`config.mk`:
```
export PLATFORM = sky130hd
export DESIGN_NAME = mia_ctrl
export DESIGN_NICKNAME = d
export VERILOG_FILES = /design/src/mia_pkg.sv /design/src/mia_ctrl.sv /design/src/mia_delay.sv
export SDC_FILE = /design/constraint.sdc
export NUM_CORES = 1
export LEC_CHECK = 0
export ABC_AREA = 1
export ABC_CLOCK_PERIOD_IN_PS = 10050
export BUFFER_PORTS_ARGS = -buffer_cell sky130_fd_sc_hd__buf_2
export CAP_MARGIN = 10
export CELL_PAD_IN_SITES_DETAIL_PLACEMENT = 1
export CELL_PAD_IN_SITES_GLOBAL_PLACEMENT = 1
export CORE_UTILIZATION = 42
export CTS_CLUSTER_SIZE = 24
export DETAILED_ROUTE_END_ITERATION = 6
export PLACE_DENSITY = 0.82
export SYNTH_ARGS = -nofsm -noshare
export SYNTH_HDL_FRONTEND = slang
export SYNTH_SLANG_ARGS = --single-unit
```
`constraint.sdc`:
```
create_clock -name clock -period 10.05 [get_ports clock]
set_input_delay 3.015 -clock clock [delete_from_list [all_inputs] [get_ports clock]]
set_output_delay 3.015 -clock clock [all_outputs]
set_load 0.02 [all_outputs]
```
`src/mia_pkg.sv`:
```
package mia_pkg;

  // ----------------------------------------------------------------
  // apb register map (one aligned word each)
  // ----------------------------------------------------------------
  localparam logic [11:0] ADDR_FLAG     = 12'h000; // processor_flag_register image
  localparam logic [11:0] ADDR_INSTR    = 12'h004; // instruction strobe port
  localparam logic [11:0] ADDR_STATUS   = 12'h008; // acceptance status
  localparam logic [11:0] ADDR_CTRL0    = 12'h040; // first source control register
  localparam int          CTRL_STRIDE   = 4;       // bytes per control register

  // ----------------------------------------------------------------
  // field positions
  // ----------------------------------------------------------------
  localparam int GATE_BIT   = 6;  // gate flag bit in the flag image
  localparam int THR_LSB    = 12; // threshold field in the flag image
  localparam int LVL_LSB    = 0;  // priority level field in a control reg
  localparam int REQ_BIT    = 3;  // request bit in a control reg
  localparam int LVL_W      = 3;  // level / threshold width
  localparam int OP_LSB     = 8;  // opcode field in the instruction write

  // ----------------------------------------------------------------
  // reset values and timing counts (cycles after the final cycle)
  // ----------------------------------------------------------------
  localparam logic          GATE_RST      = 1'b0;
  localparam logic [2:0]    THR_RST       = 3'h0;
  localparam logic [2:0]    LVL_RST       = 3'h0;
  localparam logic [1:0]    DLY_THR_RET   = 2'h2; // threshold via return
  localparam logic [1:0]    DLY_THR_LOAD  = 2'h3; // threshold via pop/load
  localparam logic [1:0]    DLY_LVL       = 2'h2; // source level via data move

  // ----------------------------------------------------------------
  // instruction codes presented by the core
  // ----------------------------------------------------------------
  typedef enum logic [2:0] {
    OP_NONE        = 3'h0,
    OP_RETURN      = 3'h1, // return_from_interrupt_instr
    OP_FLAG_CLEAR  = 3'h2, // flag_clear_instr
    OP_FLAG_SET    = 3'h3, // flag_set_instr
    OP_POP_CTRL    = 3'h4, // pop_control_reg_instr
    OP_LOAD_CTRL   = 3'h5, // load_control_reg_instr
    OP_LOAD_THR    = 3'h6  // load_threshold_instr
  } mia_op_t;

  // apb request bundle
  typedef struct packed {
    logic        psel;
    logic        penable;
    logic        pwrite;
    logic [11:0] paddr;
    logic [31:0] pwdata;
  } mia_apb_req_t;

  // delayed-update pipe for one 3-bit value
  typedef struct packed {
    logic       busy;  // an update is in flight
    logic [1:0] cnt;   // cycles left
    logic [2:0] val;   // value to commit
  } mia_dly_t;

endpackage : mia_pkg

```
`src/mia_ctrl.sv`:
```
`timescale 1ns/100ps
module mia_ctrl #(
  parameter int N_SRC = 8   // number of interrupt sources
) (
  input  wire logic                      clock,
  input  wire logic                      rst_n,
  // apb slave
  input  wire logic                      psel,
  input  wire logic                      penable,
  input  wire logic                      pwrite,
  input  wire logic [11:0]               paddr,
  input  wire logic [31:0]               pwdata,
  output logic      [31:0]               prdata,
  output logic                           pready,
  output logic                           pslverr,
  // core side
  input  wire logic                      instr_boundary, // an instruction starts
  input  wire logic                      accept_ack,     // core jumped to vector
  output logic                           int_pending,    // acceptance request
  output logic      [$clog2(N_SRC)-1:0]  int_source,     // chosen source
  output logic      [2:0]                int_level,      // its level
  // peripheral side
  input  wire logic [N_SRC-1:0]          src_event       // one-cycle events
);

  localparam int IW = $clog2(N_SRC);

  // ----------------------------------------------------------------
  // parameter check
  // ----------------------------------------------------------------
  if (N_SRC < 2 || N_SRC > 16) begin : g_bad_n
    $error("mia_ctrl: N_SRC must be 2..16");
  end

  // ----------------------------------------------------------------
  // state of this module
  // ----------------------------------------------------------------
  typedef struct packed {
    logic             gate_arch;  // architectural gate flag
    logic             gate_eff;   // gate seen by acceptance
    logic [N_SRC-1:0] req;        // request bits
    logic [N_SRC-1:0] [2:0] lvl;  // software-visible levels
    logic [2:0]       thr;        // software-visible threshold
    logic             pend;       // latched acceptance
    logic [IW-1:0]    src;        // latched winner
    logic [2:0]       plvl;       // latched winner level
    logic [31:0]      rdata;      // read data
  } mia_st_t;

  mia_st_t st;       // registered state
  mia_st_t next_st;  // next state

  // ----------------------------------------------------------------
  // bus decode
  // ----------------------------------------------------------------
  mia_pkg::mia_apb_req_t bus;     // bundled request
  logic                  wr_en;   // write in access phase
  logic                  rd_en;   // read in setup phase
  logic                  is_ctrl; // address falls in control block
  logic [IW-1:0]         ctrl_ix; // addressed source
  logic                  mapped;  // address is decoded
  mia_pkg::mia_op_t      op;      // instruction code written

  assign bus     = '{psel: psel, penable: penable, pwrite: pwrite,
                     paddr: paddr, pwdata: pwdata};
  assign wr_en   = bus.psel && bus.penable && bus.pwrite;
  assign rd_en   = bus.psel && !bus.penable && !bus.pwrite;
  assign is_ctrl = (bus.paddr >= mia_pkg::ADDR_CTRL0) &&
                   (bus.paddr < mia_pkg::ADDR_CTRL0 + 12'(N_SRC * mia_pkg::CTRL_STRIDE));
  assign ctrl_ix = IW'((bus.paddr - mia_pkg::ADDR_CTRL0) >> 2);
  assign mapped  = (bus.paddr[1:0] == 2'h0) &&
                   (is_ctrl || bus.paddr == mia_pkg::ADDR_FLAG ||
                    bus.paddr == mia_pkg::ADDR_INSTR ||
                    bus.paddr == mia_pkg::ADDR_STATUS);
  assign op      = mia_pkg::mia_op_t'(bus.pwdata[mia_pkg::OP_LSB +: 3]);

  // the slave answers in the first access cycle, always
  assign pready  = 1'b1;
  // unmapped address answers with an error, data zero
  assign pslverr = bus.psel && bus.penable && !mapped;

  // ----------------------------------------------------------------
  // instruction decode: each write to the instruction port is one
  // flag-changing instruction whose final cycle is this edge
  // ----------------------------------------------------------------
  logic       ins_wr;     // instruction executed
  logic [2:0] ins_thr;    // new threshold carried with it
  logic       ins_gate;   // new gate carried with it
  logic       thr_load;   // threshold change started
  logic [1:0] thr_dly;    // its latency
  logic       lvl_wr;     // a control register write
  logic [N_SRC-1:0] lvl_load; // per-source level change

  assign ins_wr   = wr_en && mapped && bus.paddr == mia_pkg::ADDR_INSTR;
  assign ins_thr  = bus.pwdata[mia_pkg::THR_LSB +: mia_pkg::LVL_W];
  assign ins_gate = bus.pwdata[mia_pkg::GATE_BIT];
  assign lvl_wr   = wr_en && mapped && is_ctrl;

  // threshold latency chosen by the changing instruction
  always_comb begin
    thr_load = 1'b0;
    thr_dly  = mia_pkg::DLY_THR_LOAD;
    case (op)
      mia_pkg::OP_RETURN: begin
        thr_load = ins_wr;
        thr_dly  = mia_pkg::DLY_THR_RET;
      end
      mia_pkg::OP_POP_CTRL, mia_pkg::OP_LOAD_CTRL, mia_pkg::OP_LOAD_THR: begin
        thr_load = ins_wr;
        thr_dly  = mia_pkg::DLY_THR_LOAD;
      end
      default: begin
        // clear and set leave the threshold alone
        thr_load = 1'b0;
      end
    endcase
  end

  // ----------------------------------------------------------------
  // delayed threshold and per-source levels
  // ----------------------------------------------------------------
  logic [2:0]             thr_eff;  // threshold used by acceptance
  logic [N_SRC-1:0] [2:0] lvl_eff;  // levels used by acceptance

  mia_delay #(.RST_VAL(mia_pkg::THR_RST)) u_thr (
    .clock   (clock),
    .rst_n   (rst_n),
    .load    (thr_load),
    .delay   (thr_dly),
    .new_val (ins_thr),
    .eff_val (thr_eff)
  );

  for (genvar i = 0; i < N_SRC; i++) begin : g_lvl
    assign lvl_load[i] = lvl_wr && (ctrl_ix == IW'(i));
    mia_delay #(.RST_VAL(mia_pkg::LVL_RST)) u_lvl (
      .clock   (clock),
      .rst_n   (rst_n),
      .load    (lvl_load[i]),
      .delay   (mia_pkg::DLY_LVL),
      .new_val (bus.pwdata[mia_pkg::LVL_LSB +: mia_pkg::LVL_W]),
      .eff_val (lvl_eff[i])
    );
  end

  // ----------------------------------------------------------------
  // acceptance and priority resolution
  // ----------------------------------------------------------------
  logic          gate_now;  // gate governing this cycle
  logic          win_ok;    // some source qualifies
  logic [IW-1:0] win_ix;    // winning source
  logic [2:0]    win_lvl;   // its level

  // a return changes the gate for its own execution; others wait
  assign gate_now = (ins_wr && op == mia_pkg::OP_RETURN) ? ins_gate
                                                         : st.gate_eff;

  always_comb begin
    win_ok  = 1'b0;
    win_ix  = '0;
    win_lvl = 3'h0;
    // candidates are scanned low index first
    // strict compare keeps the lowest index on a tie
    for (int i = 0; i < N_SRC; i++) begin
      if (st.req[i] && lvl_eff[i] > thr_eff && lvl_eff[i] > win_lvl) begin
        win_ok  = 1'b1;
        win_ix  = IW'(i);
        win_lvl = lvl_eff[i];
      end
    end
    win_ok = win_ok && gate_now;
  end

  // ----------------------------------------------------------------
  // next state
  // ----------------------------------------------------------------
  always_comb begin
    next_st = st;

    // gate flag: architectural copy now, acceptance copy later except on a return
    if (ins_wr) begin
      case (op)
        mia_pkg::OP_FLAG_CLEAR: next_st.gate_arch = 1'b0;
        mia_pkg::OP_FLAG_SET:   next_st.gate_arch = 1'b1;
        mia_pkg::OP_RETURN, mia_pkg::OP_POP_CTRL, mia_pkg::OP_LOAD_CTRL: begin
          next_st.gate_arch = ins_gate;
        end
        default: next_st.gate_arch = st.gate_arch;
      endcase
      // a return also reaches acceptance at once
      if (op == mia_pkg::OP_RETURN) begin
        next_st.gate_eff = ins_gate;
      end
    end
    // other changers reach acceptance at the next instruction
    if (instr_boundary && !(ins_wr && op == mia_pkg::OP_RETURN)) begin
      next_st.gate_eff = st.gate_arch;
    end
    // software view of the threshold changes at once;
    // acceptance sees it only through the delay pipe
    if (thr_load) begin
      next_st.thr = ins_thr;
    end

    // acceptance sampled at an instruction boundary
    if (st.pend && accept_ack) begin
      next_st.pend = 1'b0;
    end
    if (instr_boundary && !st.pend) begin
      next_st.pend = win_ok;
      next_st.src  = win_ix;
      next_st.plvl = win_lvl;
    end

    // request bits: software clears, vector jump clears, events set
    for (int i = 0; i < N_SRC; i++) begin
      if (lvl_load[i]) begin
        next_st.lvl[i] = bus.pwdata[mia_pkg::LVL_LSB +: mia_pkg::LVL_W];
        // a written one is ignored: software may only clear
        if (!bus.pwdata[mia_pkg::REQ_BIT]) begin
          next_st.req[i] = 1'b0;
        end
      end
      // cleared only once the core has taken the vector
      if (st.pend && accept_ack && st.src == IW'(i)) begin
        next_st.req[i] = 1'b0;
      end
      // set wins over any clear in the same cycle
      if (src_event[i]) begin
        next_st.req[i] = 1'b1;
      end
    end

    // read data captured in the setup cycle
    // zero outside a read keeps write cycles clean
    next_st.rdata = 32'h0;
    if (rd_en) begin
      if (bus.paddr == mia_pkg::ADDR_FLAG) begin
        next_st.rdata[mia_pkg::GATE_BIT] = st.gate_arch;
        next_st.rdata[mia_pkg::THR_LSB +: mia_pkg::LVL_W] = st.thr;
      end else if (bus.paddr == mia_pkg::ADDR_STATUS) begin
        next_st.rdata[0]     = st.pend;
        next_st.rdata[1]     = st.gate_eff;
        next_st.rdata[6:4]   = thr_eff;
        next_st.rdata[10:8]  = st.plvl;
        next_st.rdata[IW+15:16] = st.src;
      end else if (is_ctrl && bus.paddr[1:0] == 2'h0) begin
        next_st.rdata[mia_pkg::LVL_LSB +: mia_pkg::LVL_W] = st.lvl[ctrl_ix];
        next_st.rdata[mia_pkg::REQ_BIT] = st.req[ctrl_ix];
      end
    end
  end

  // ----------------------------------------------------------------
  // register; every field stored on its own
  // reset loads constants only, never another flop
  // ----------------------------------------------------------------
  always_ff @(posedge clock) begin
    if (!rst_n) begin
      st.gate_arch <= mia_pkg::GATE_RST;
      st.gate_eff  <= mia_pkg::GATE_RST;
      st.req       <= '0;
      st.lvl       <= '0;
      st.thr       <= mia_pkg::THR_RST;
      st.pend      <= 1'b0;
      st.src       <= '0;
      st.plvl      <= 3'h0;
      st.rdata     <= 32'h0;
    end else begin
      st <= next_st;
    end
  end

  // ----------------------------------------------------------------
  // outputs
  // ----------------------------------------------------------------
  assign prdata      = st.rdata;
  assign int_pending = st.pend;
  assign int_source  = st.src;
  assign int_level   = st.plvl;

endmodule : mia_ctrl

```
`src/mia_delay.sv`:
```
`timescale 1ns/100ps
// holds a 3-bit value and commits a new one a set number of cycles later
module mia_delay #(
  parameter logic [2:0] RST_VAL = 3'h0
) (
  input  wire logic       clock,
  input  wire logic       rst_n,
  input  wire logic       load,      // start a delayed update
  input  wire logic [1:0] delay,     // cycles before commit, at least 1
  input  wire logic [2:0] new_val,   // value to commit
  output logic      [2:0] eff_val    // value the acceptance logic sees
);

  // ----------------------------------------------------------------
  // state
  // ----------------------------------------------------------------
  typedef struct packed {
    mia_pkg::mia_dly_t p;   // pending update
    logic [2:0]        e;   // effective value
  } mia_delay_st_t;

  mia_delay_st_t st;        // registered state
  mia_delay_st_t next_st;   // next state

  // ----------------------------------------------------------------
  // next state
  // ----------------------------------------------------------------
  always_comb begin
    next_st = st;
    if (st.p.busy) begin
      if (st.p.cnt == 2'h1) begin
        next_st.e      = st.p.val;
        next_st.p.busy = 1'b0;
      end else begin
        next_st.p.cnt = st.p.cnt - 2'h1;
      end
    end
    // a newer write overrides one in flight; last writer wins
    if (load) begin
      next_st.p.busy = 1'b1;
      next_st.p.cnt  = (delay == 2'h0) ? 2'h1 : delay;
      next_st.p.val  = new_val;
    end
  end

  // ----------------------------------------------------------------
  // register
  // ----------------------------------------------------------------
  always_ff @(posedge clock) begin
    if (!rst_n) begin
      st <= '{p: '{busy: 1'b0, cnt: 2'h0, val: RST_VAL}, e: RST_VAL};
    end else begin
      st <= next_st;
    end
  end

  assign eff_val = st.e;

endmodule : mia_delay

```
==> key figures, run 1 <==
Cells and area
  • Ratio of cells with drive above 1 in the final layout: between 15 and 20%
  • Fillers: 1,874
  • Commonest non-fill, non-tap cell in the layout: dfxtp_1
  • P&R area growth vs syn: 14.83%
  • Final #Nets: 1,010
  • Sequential Area: ~2300 um^2
  • Layout Cells excl Fill: 1,099
  • Area of the multi-input gates: 3421 um^2
  • Antenna diodes: 0
  • Most frequent cells in the layout: dfxtp_1, inv_1, a21oi_1

Worst setup path
  • Crit path capture type: flip-flop
  • Crit path max-delay cell type: o21ai_0
  • Critical path's top delay family: simple AND/OR/NAND/NOR gates
  • Worst R2R Start: u_thr.eff_val[0]$_SDFFE_PN0P_
  • R2R setup slack: 0.91 ns
  • CP Max Fanout: 9
  • Reg2reg end: int_level[1]$_SDFFE_PN0P_
  • Worst r2r path cells: 59
  • WP data required: 10.35 ns
  • Buf+Inv Stages, Crit Path: 7
  • Crit path kind: flip-flop to flip-flop
  • CP peak stage delay: 0.32 ns
  • Crit-path most repeated cell: nand2_1
  • Worst setup SP type: flip-flop
  • WP data arrival: between 9 and 10 ns

Clocking
  • Root Driver: clkbuf_16
  • H-tree Lvls: 4
  • Post-CTS setup-driven buffer insertion count: 0
  • Clk slew on worst S/H paths: 0.06 ns
  • Num CTS Buffers: 17
  • CTS tree: yes
  • Max Root-Sink Buffers: 2
  • Clk_lat worst skew: 0.42 ns
  • Sink Count: 114

Place
  • Port bufs: 61
  • Place WS: 0.8670 ns
  • Inst Count DP: around 1,100
  • Placer Congestion: 0.8179
  • HPWL Detailed: between 10,000 and 15,000 um

Routing
  • First drt pass iteration count: 5
  • Routed WL per cell: 17.92 um
  • DR iter-0 viols: 376
  • Final WL: 19,690 um
  • Via count: 6,094
  • DRC viols: 0
  • Post-route antenna net violation count: 0
  • Vias/cell: 5.545

Global route
  • GRT Total Usage: 25.89%
  • Vias in the first global route: approximately 6,300
  • Largest net degree at the start of global routing: around 70
  • First-pass GRT wire length: 31,790 um
  • Initial antenna violation count: 0
  • Grt ovf: 0

STA
  • Top achievable clock speed: 0.1095 GHz
  • Slew @ Worst Pin: 1.107 ns
  • Setup WS post-layout: 0.9138 ns
  • Setup TNS: 0 ns
  • Slew Limit Fails: 0
  • Final Skew: 0.005070 ns
  • Hold Vio Cnt, Final: 0
  • Final setup viols: 0
  • RSZ-0062 raised after global routing: no
  • Min Tclk post-route: between 9 and 10 ns
  • Final worst-path cycle share: about nine tenths
  • Slew margin rel.: between 20% and 30%

Floorplan
  • Initial Util: 43.64%
  • Die X: ~130 um
  • Core Box Area: 14,750 um^2
  • Die Ht: between 100 and 150 um
  • Num rows: 44
  • DIE AREA: 15,830 um^2
  • I/O pin count: 100

Synth
  • Post-Syn Area: 6439 um^2
  • Distinct cell type count after synthesis: 44
  • Synth Instances: 853
  • Yosys warnings: 0
  • Ys async rst share: 0%
  • Number of synthesized flops with an enable pin: 0
  • Main flop type after synthesis: dfxtp_1
  • Synth Register Bits: 114
  • Post-synthesis sequential area ratio: 35.45%
  • Average size of a mapped cell: 7.548 um^2

Power
  • Total chip power: 1.189 mW
  • Leakage: 3.200 nW
  • Pwr/cell area: about 160 nW/um^2
  • Peak supply drop: 112.6 uV

Status
  • Status: complete, no violations

Min path
  • WHS Endpoint: prdata[9]$_SDFF_PP0_
  • Worst min path class: flip-flop to flip-flop
  • Hold_sp: int_level[1]$_SDFFE_PN0P_
  • WHS Path Cells: 2

Flow run
  • MaxCap Viol Count: 0
[cells by family after synthesis]
kind of cell,synth area share (%)
other,0.1166
buffers and inverters,12.38
flip-flops,35.45
adder cells (fa/ha/maj),9.522
AO/OA/AOI/OAI,20.95
AND/OR/NAND/NOR,21.59
[worst max-delay path by stage]
stage	slack (ns)	from	to	cells after the start
3_3_place_gp	1.09	u_thr.eff_val[0]$_SDFFE_PN0P_	int_level[1]$_SDFFE_PN0P_	58
6_report	0.91	u_thr.eff_val[0]$_SDFFE_PN0P_	int_level[1]$_SDFFE_PN0P_	59
5_1_grt	0.08	u_thr.eff_val[0]$_SDFFE_PN0P_	int_level[1]$_SDFFE_PN0P_	60
4_1_cts	0.66	u_thr.eff_val[0]$_SDFFE_PN0P_	int_level[1]$_SDFFE_PN0P_	59
3_5_place_dp	0.87	u_thr.eff_val[0]$_SDFFE_PN0P_	int_level[1]$_SDFFE_PN0P_	59
2_1_floorplan	2.01	u_thr.eff_val[2]$_SDFFE_PN0P_	int_level[0]$_SDFFE_PN0P_	59
[what timing repair did]
action / in CTS / in global routing
gates resized for setup: 0 / 2
endpoints found under the setup margin: 0 / 5
hold buffers: 0 / 0
[state kept, by name, indices dropped and copies added (netlist names)]
register and cells:
g_lvl.u_lvl.eff_val 24, g_lvl.u_lvl.st 45, int_level 3, int_pending 1, int_source 3, prdata 16
st 13, u_thr.eff_val 3, u_thr.st 6
[area by class of cell]
| cell class | instances | area share, % |
|---|---|---|
| Clock buffer | 22 | 6.549 |
| Tap cell | 184 | 3.114 |
| Clock inverter | 10 | 2.403 |
| Multi-Input combinational cell | 581 | 46.27 |
| Sequential cell | 114 | 30.87 |
| Timing Repair Buffer | 65 | 4.535 |
| Inverter | 123 | 6.262 |
[synthesized netlist by cell type (4+ instances only)]
| cell type | number | area share (%) |
|---|---|---|
| nand2_2 | 12 | 1.2 |
| ha_1 | 49 | 9.5 |
| o211ai_1 | 5 | 0.58 |
| buf_4 | 39 | 4.5 |
| nor2_4 | 7 | 1.2 |
| o21ai_1 | 5 | 0.39 |
| nand2_4 | 4 | 0.70 |
| nand3_1 | 33 | 2.6 |
| a21oi_1 | 103 | 8.0 |
| inv_2 | 9 | 0.52 |
| nor2_1 | 69 | 4.0 |
| a211oi_1 | 10 | 1.2 |
| dfxtp_1 | 114 | 35 |
| nand3_2 | 9 | 1.4 |
| nand2_1 | 102 | 5.9 |
| nand3_4 | 5 | 1.4 |
| clkbuf_1 | 11 | 0.64 |
| a22oi_1 | 7 | 0.82 |
| o21ai_0 | 90 | 7.0 |
| o22ai_1 | 5 | 0.49 |
| nand4_1 | 10 | 0.97 |
| inv_1 | 111 | 6.5 |
[metal layers]
metal  vias to the layer above  part of all wire [%]  GRT usage (%)
li1                       2919                     -              -
met1                      2967                    44          31.45
met2                       160                    48          44.67
met3                        48                   4.3          4.248
met4                         0                   3.5          12.33
met5                         -                     0              0
[worst reg2reg max path, delay by kind of cell (launching register included)]
family | cells | cell delay, ns
DFF | 1 | 0.30
AOI/OAI and AO/OA | 10 | 1.80
and+or+nand+nor | 34 | 4.00
buffers and inverters | 7 | 0.61
adders and majority gates | 8 | 2.32
[power by group]
group | internal (mW) | switching (mW)
Clock | 0.464 | 0.214
Combinational | 0.0138 | 0.0382
Sequential | 0.455 | 0.00378
[stage by stage]
step,hold slack [ns],utilization (%),cell area [um^2]
CTS,0.4490,50.08,7388
global route,0.4719,50.11,7393
floorplan,0.4220,-,6495
global placement,0.4309,45.59,6726
finish,0.4429,50.11,7393
detailed placement,0.4396,45.59,6726
(Power assumes the default switching activity.)
==> inputs of run 2 (changes only) <==
ABC_CLOCK_PERIOD_IN_PS = 8400   (was 10050)
CORE_UTILIZATION = 38   (was 42)
PLACE_DENSITY = unset   (was 0.82)
PLACE_DENSITY_LB_ADDON = 0.15   (was unset)
clock period = 8.4 ns   (was 10.05 ns; I/O delays follow)
==> run 2 against run 1 <==
Combinational power is 23% higher. Total power is 18% higher. Wire length is 16% higher. Critical path depth is 2 higher. Register-to-register slack worse by 0.75 ns. First-iteration DRC count is 40% lower. Clock power is 17% higher. Cell area is 15% higher. Clock-buffer cell count is 2 lower. Fmax is 11% higher. Clock skew is 0.0037 ns higher. Core utilization is 1.3 points higher. Critical path type unchanged. Critical endpoint is now int_level[0]$_SDFFE_PN0P_. Highest routed layer unchanged.
==> key figures, run 2 (same netlist as run 1, synthesis figures left out) <==
STA
  • Top achievable clock speed: 0.1214 GHz
  • Final Skew: slightly below 0.009 ns
  • Slew Limit Fails: 0
  • Slew @ Worst Pin: 0.8481 ns
  • Min Tclk post-route: 8.236 ns
  • Slew margin rel.: between 40 and 50%
  • Final setup viols: 0
  • Setup TNS: 0 ns
  • Hold Vio Cnt, Final: 0
  • Hold_ws: around 0.44 ns
  • Setup WS post-layout: 0.1641 ns
  • Final worst-path cycle share: a little over nine tenths

Global route
  • Grt ovf: 0
  • Largest net degree at the start of global routing: 69
  • Initial antenna violation count: 0
  • First-pass GRT wire length: approximately 35,000 um
  • Vias in the first global route: a little under 7,000
  • GRT Total Usage: 25.44%

Worst setup path
  • CP peak stage delay: 0.34 ns
  • Crit path kind: flip-flop to flip-flop
  • WP data required: 8.74 ns
  • CP Max Fanout: 6
  • Crit path capture type: flip-flop
  • Worst setup SP type: flip-flop
  • Crit path max-delay cell type: dfxtp_2
  • WP data arrival: between 8 and 9 ns
  • Crit-path most repeated cell: nand3_4

Clocking
  • Max Root-Sink Buffers: 2
  • Root Driver: clkbuf_16
  • Sink Count: 114
  • CTS tree: yes
  • Clk_lat worst skew: 0.42 ns
  • H-tree Lvls: 4
  • Num CTS Buffers: 17
  • Hold buffer count at CTS: 0
  • Clk slew on worst S/H paths: ~0.060 ns

Cells and area
  • Ratio of cells with drive above 1 in the final layout: between 30% and 40%
  • Layout Cells excl Fill: 1,218
  • Antenna diodes: 0
  • Design area: 8528 um^2
  • Max reg flops: 45
  • Fillers: 2,073
  • Most frequent cells in the layout: dfxtp_1, inv_1, a21oi_1
  • Sequential Area: 2283 um^2
  • Biggest register: g_lvl.u_lvl.st
  • Final #Nets: 1,093
  • Commonest non-fill, non-tap cell in the layout: dfxtp_1
  • Area of the multi-input gates: 3871 um^2
  • P&R area growth vs syn: 32.45%
  • Final Util: 51.43%

Power
  • Total chip power: 1.404 mW
  • Clock power share: around 56%
  • Pwr/cell area: 164.7 nW/um^2
  • Sequential power share: roughly 39%
  • Cell internal pwr: 1.082 mW
  • Leakage: 3.668 nW
  • Peak supply drop: 149.1 uV
  • Combinational share of power: 4.5%
  • Switching Share: 22.98%
  • Sw power: 0.3227 mW

Place
  • Port bufs: 61
  • Post-DP Area: 7072 um^2
  • Place WS: -0.4670 ns
  • Placer Congestion: roughly 0.86
  • Inst Count DP: 1,143
  • HPWL Detailed: 15,520 um

Routing
  • First drt pass iteration count: 4
  • DRC viols: 0
  • DR iter-0 viols: 226
  • Via count: 6,420
  • Post-route antenna net violation count: 0
  • Vias/cell: 5.271
  • Routed WL per cell: ~19 um
  • Final WL: 22,750 um

Floorplan
  • Die X: 132.2 um
  • DIE AREA: 17,470 um^2
  • Num rows: 47
  • Initial Util: 38.83%
  • Core Box Area: 16,580 um^2
  • Die Ht: 132.2 um
  • I/O pin count: 100

Min path
  • Worst min path class: flip-flop to flip-flop

Flow run
  • MaxCap Viol Count: 0

Status
  • Status: complete, no violations
==> run 2: final cells by class <==
class                           instances  area share, %
Clock buffer                           20          5.472
Clock inverter                         12          2.113
Inverter                              123          5.472
Multi-Input combinational cell        581          45.39
Sequential cell                       114          26.78
Tap cell                              220          3.228
Timing Repair Buffer                  148          11.55
==> run 2: metal layers <==
layer  GRT usage, %  share of wire (%)  up-vias
met2          45.18                 51      141
met3          3.806                3.4       43
met5              0                  0        -
li1               -                  -     3083
met1          30.77                 43     3153
met4          10.15                2.4        0
==> run 2: worst paths after layout <==
kind | from | to | slack (ns) | depth (start not counted)
worst min-delay path | int_level[1]$_SDFFE_PN0P_ | prdata[9]$_SDFF_PP0_ | 0.44 | 2
worst max-delay path | u_thr.eff_val[2]$_SDFFE_PN0P_ | int_level[0]$_SDFFE_PN0P_ | 0.16 | 61
worst max register to register | u_thr.eff_val[2]$_SDFFE_PN0P_ | int_level[0]$_SDFFE_PN0P_ | 0.16 | 61
worst min register to register | int_level[1]$_SDFFE_PN0P_ | prdata[9]$_SDFF_PP0_ | 0.44 | 2
==> run 2: critical path, delay by kind of cell, from the launching register on <==
family | cells | cell delay (ns)
compound gates | 9 | 1.10
flops | 1 | 0.34
buf+inv | 7 | 0.56
simple gates | 37 | 3.88
fa+ha+maj | 8 | 2.25
==> run 2: repair_timing <==
action	in CTS	in global routing
setup buffers	29	15
resized for setup	28	76
pin swaps	20	55
endpoints found under the setup margin	7	7
==> run 2: power groups by stage <==
stage / registers, mW / logic [mW] / clock network [mW]
2_1_floorplan: 0.558 / 0.0428 / 0
3_3_place_gp: 0.560 / 0.0592 / 0
3_5_place_dp: 0.560 / 0.0612 / 0
4_1_cts: 0.549 / 0.0619 / 0.797
5_1_grt: 0.549 / 0.0696 / 0.819
6_report: 0.549 / 0.0637 / 0.792
==> inputs of run 3 (changes only) <==
RECOVER_POWER = 50   (was unset)
==> run 3 against run 2 <==
The run now ends with max-capacitance violations, max-slew violations left. Sequential share of layout area up 0.10 points. Critical path depth unchanged. Register-to-register slack about the same. Critical endpoint unchanged.
==> key figures, run 3 (same netlist as run 1, synthesis figures left out) <==
Status
  • Status: complete, but fails checks
  • Violated checks: max-capacitance violations, max-slew violations

Cells and area
  • Max reg flops: 45
  • Biggest register: g_lvl.u_lvl.st
  • Fillers: between 2,000 and 2,500
  • P&R area growth vs syn: 31.95%
  • Layout Cells excl Fill: roughly 1,200
  • Final Util: roughly half
  • Sequential Area: 2283 um^2
  • Final #Nets: 1,093
  • Area of the multi-input gates: 3871 um^2
  • Design area: 8496 um^2
  • Ratio of cells with drive above 1 in the final layout: 28.26%
  • Commonest non-fill, non-tap cell in the layout: dfxtp_1
  • Most frequent cells in the layout: dfxtp_1, inv_1, a21oi_1
  • Antenna diodes: 0

STA
  • Final worst-path cycle share: 97.98%
  • Top achievable clock speed: 0.1215 GHz
  • Hold Vio Cnt, Final: 0
  • Final setup viols: 0
  • Slew margin rel.: -76.73%
  • Final Skew: a little over 0.009 ns
  • Setup TNS: 0 ns
  • Hold_ws: between 0.4 and 0.5 ns
  • Setup WS post-layout: 0.1695 ns
  • Min Tclk post-route: 8.231 ns
  • Slew Limit Fails: between 60 and 70
  • Slew @ Worst Pin: 2.651 ns

Global route
  • Largest net degree at the start of global routing: 69
  • First-pass GRT wire length: 34,730 um
  • Vias in the first global route: 6,897
  • Initial antenna violation count: 0
  • GRT Total Usage: 25.44%
  • Grt ovf: 0

Clocking
  • Max Root-Sink Buffers: 2
  • Clk slew on worst S/H paths: 0.06 ns
  • Sink Count: 114
  • H-tree Lvls: 4
  • CTS tree: yes
  • Clk_lat worst skew: 0.42 ns
  • Num CTS Buffers: 17
  • Root Driver: clkbuf_16

Min path
  • WHS Endpoint: prdata[9]$_SDFF_PP0_
  • Worst min path class: flip-flop to flip-flop
  • Hold_sp: int_level[1]$_SDFFE_PN0P_
  • WHS Path Cells: 2

Floorplan
  • Core Box Area: 16,580 um^2
  • DIE AREA: 17,470 um^2
  • Die X: 132.2 um
  • I/O pin count: 100
  • Num rows: 47
  • Die Ht: 132.2 um
  • Initial Util: 38.83%

Routing
  • Post-route antenna net violation count: 0
  • DR iter-0 viols: 219
  • Vias/cell: approximately 5.3
  • Final WL: approximately 23,000 um
  • DRC viols: 0
  • Via count: about 6,500
  • First drt pass iteration count: 5
  • Routed WL per cell: 18.75 um

Place
  • Post-DP Area: 7072 um^2
  • Placer Congestion: 0.8571
  • Port bufs: 61
  • Place WS: -0.4670 ns
  • HPWL Detailed: 15,520 um
  • Inst Count DP: 1,143

Worst setup path
  • CP peak stage delay: 0.34 ns
  • Crit-path most repeated cell: nand3_4
  • WP data arrival: between 8 and 9 ns
  • Worst r2r path cells: between 60 and 70
  • Reg2reg end: int_level[0]$_SDFFE_PN0P_
  • Crit path max-delay cell type: dfxtp_2
  • R2R setup slack: 0.17 ns
  • Crit path capture type: flip-flop
  • Crit path kind: flip-flop to flip-flop
  • WP data required: 8.74 ns
  • Worst setup SP type: flip-flop
  • CP Max Fanout: 6
  • Worst R2R Start: u_thr.eff_val[2]$_SDFFE_PN0P_

Power
  • Leakage: approximately 3.6 nW
  • Pwr/cell area: 165.2 nW/um^2
  • Total chip power: ~1.4 mW
  • Peak supply drop: 149.5 uV

Flow run
  • MaxCap Viol Count: 1
run 3: changes by cell type in the layout (fill, tap and decap cells not counted):
cell / before / now
buf_2: 61 / 38
clkbuf_1: 0 / 24
buf_4: 80 / 79
run 3: critical path, delay by kind of cell, from the launching register on:
kind            cells  cell delay (ns)
compound gates      9             1.10
fa+ha+maj           8             2.24
buf+inv             7             0.56
flops               1             0.34
simple gates       37             3.86
run 3: repair_timing:
action,CTS,global route
hold buffers,0,0
buffers inserted,29,15
endpoints found under the setup margin,7,7
pin swaps,20,55
resized for setup,28,76
hold endpoints to repair,0,0
run 3: metal layers:
| layer | wire (um) | up-vias | track usage (%) |
|---|---|---|---|
| met5 | 0 | - | 0 |
| met4 | 548 | 0 | 10.15 |
| met3 | 894 | 44 | 3.806 |
| met2 | 11850 | 169 | 45.18 |
| met1 | 9537 | 3172 | 30.77 |
| li1 | - | 3087 | - |
run 3: layout make-up:
cell class,instances,share of cell area [%]
Timing Repair Buffer,148,11.21
Tap cell,220,3.240
Clock inverter,12,2.121
Multi-Input combinational cell,581,45.57
Clock buffer,20,5.493
Sequential cell,114,26.88
Inverter,123,5.493
run 3: how the worst max path moves through the flow:
stage,start,to,slack [ns],depth (start not counted)
2_1_floorplan,u_thr.eff_val[2]$_SDFFE_PN0P_,int_level[0]$_SDFFE_PN0P_,0.36,59
3_3_place_gp,u_thr.eff_val[2]$_SDFFE_PN0P_,int_level[1]$_SDFFE_PN0P_,-0.11,60
3_5_place_dp,u_thr.eff_val[2]$_SDFFE_PN0P_,int_level[0]$_SDFFE_PN0P_,-0.47,62
4_1_cts,u_thr.eff_val[1]$_SDFFE_PN0P_,int_level[0]$_SDFFE_PN0P_,0.005,63
5_1_grt,u_thr.eff_val[2]$_SDFFE_PN0P_,int_level[0]$_SDFFE_PN0P_,-0.21,63
6_report,u_thr.eff_val[2]$_SDFFE_PN0P_,int_level[0]$_SDFFE_PN0P_,0.17,61
run 3: where the power goes:
group | total (mW) | internal (mW) | switching (mW)
sequential | 0.549 | 0.544 | 0.00462
combinational | 0.0640 | 0.0177 | 0.0463
clock | 0.790 | 0.520 | 0.271
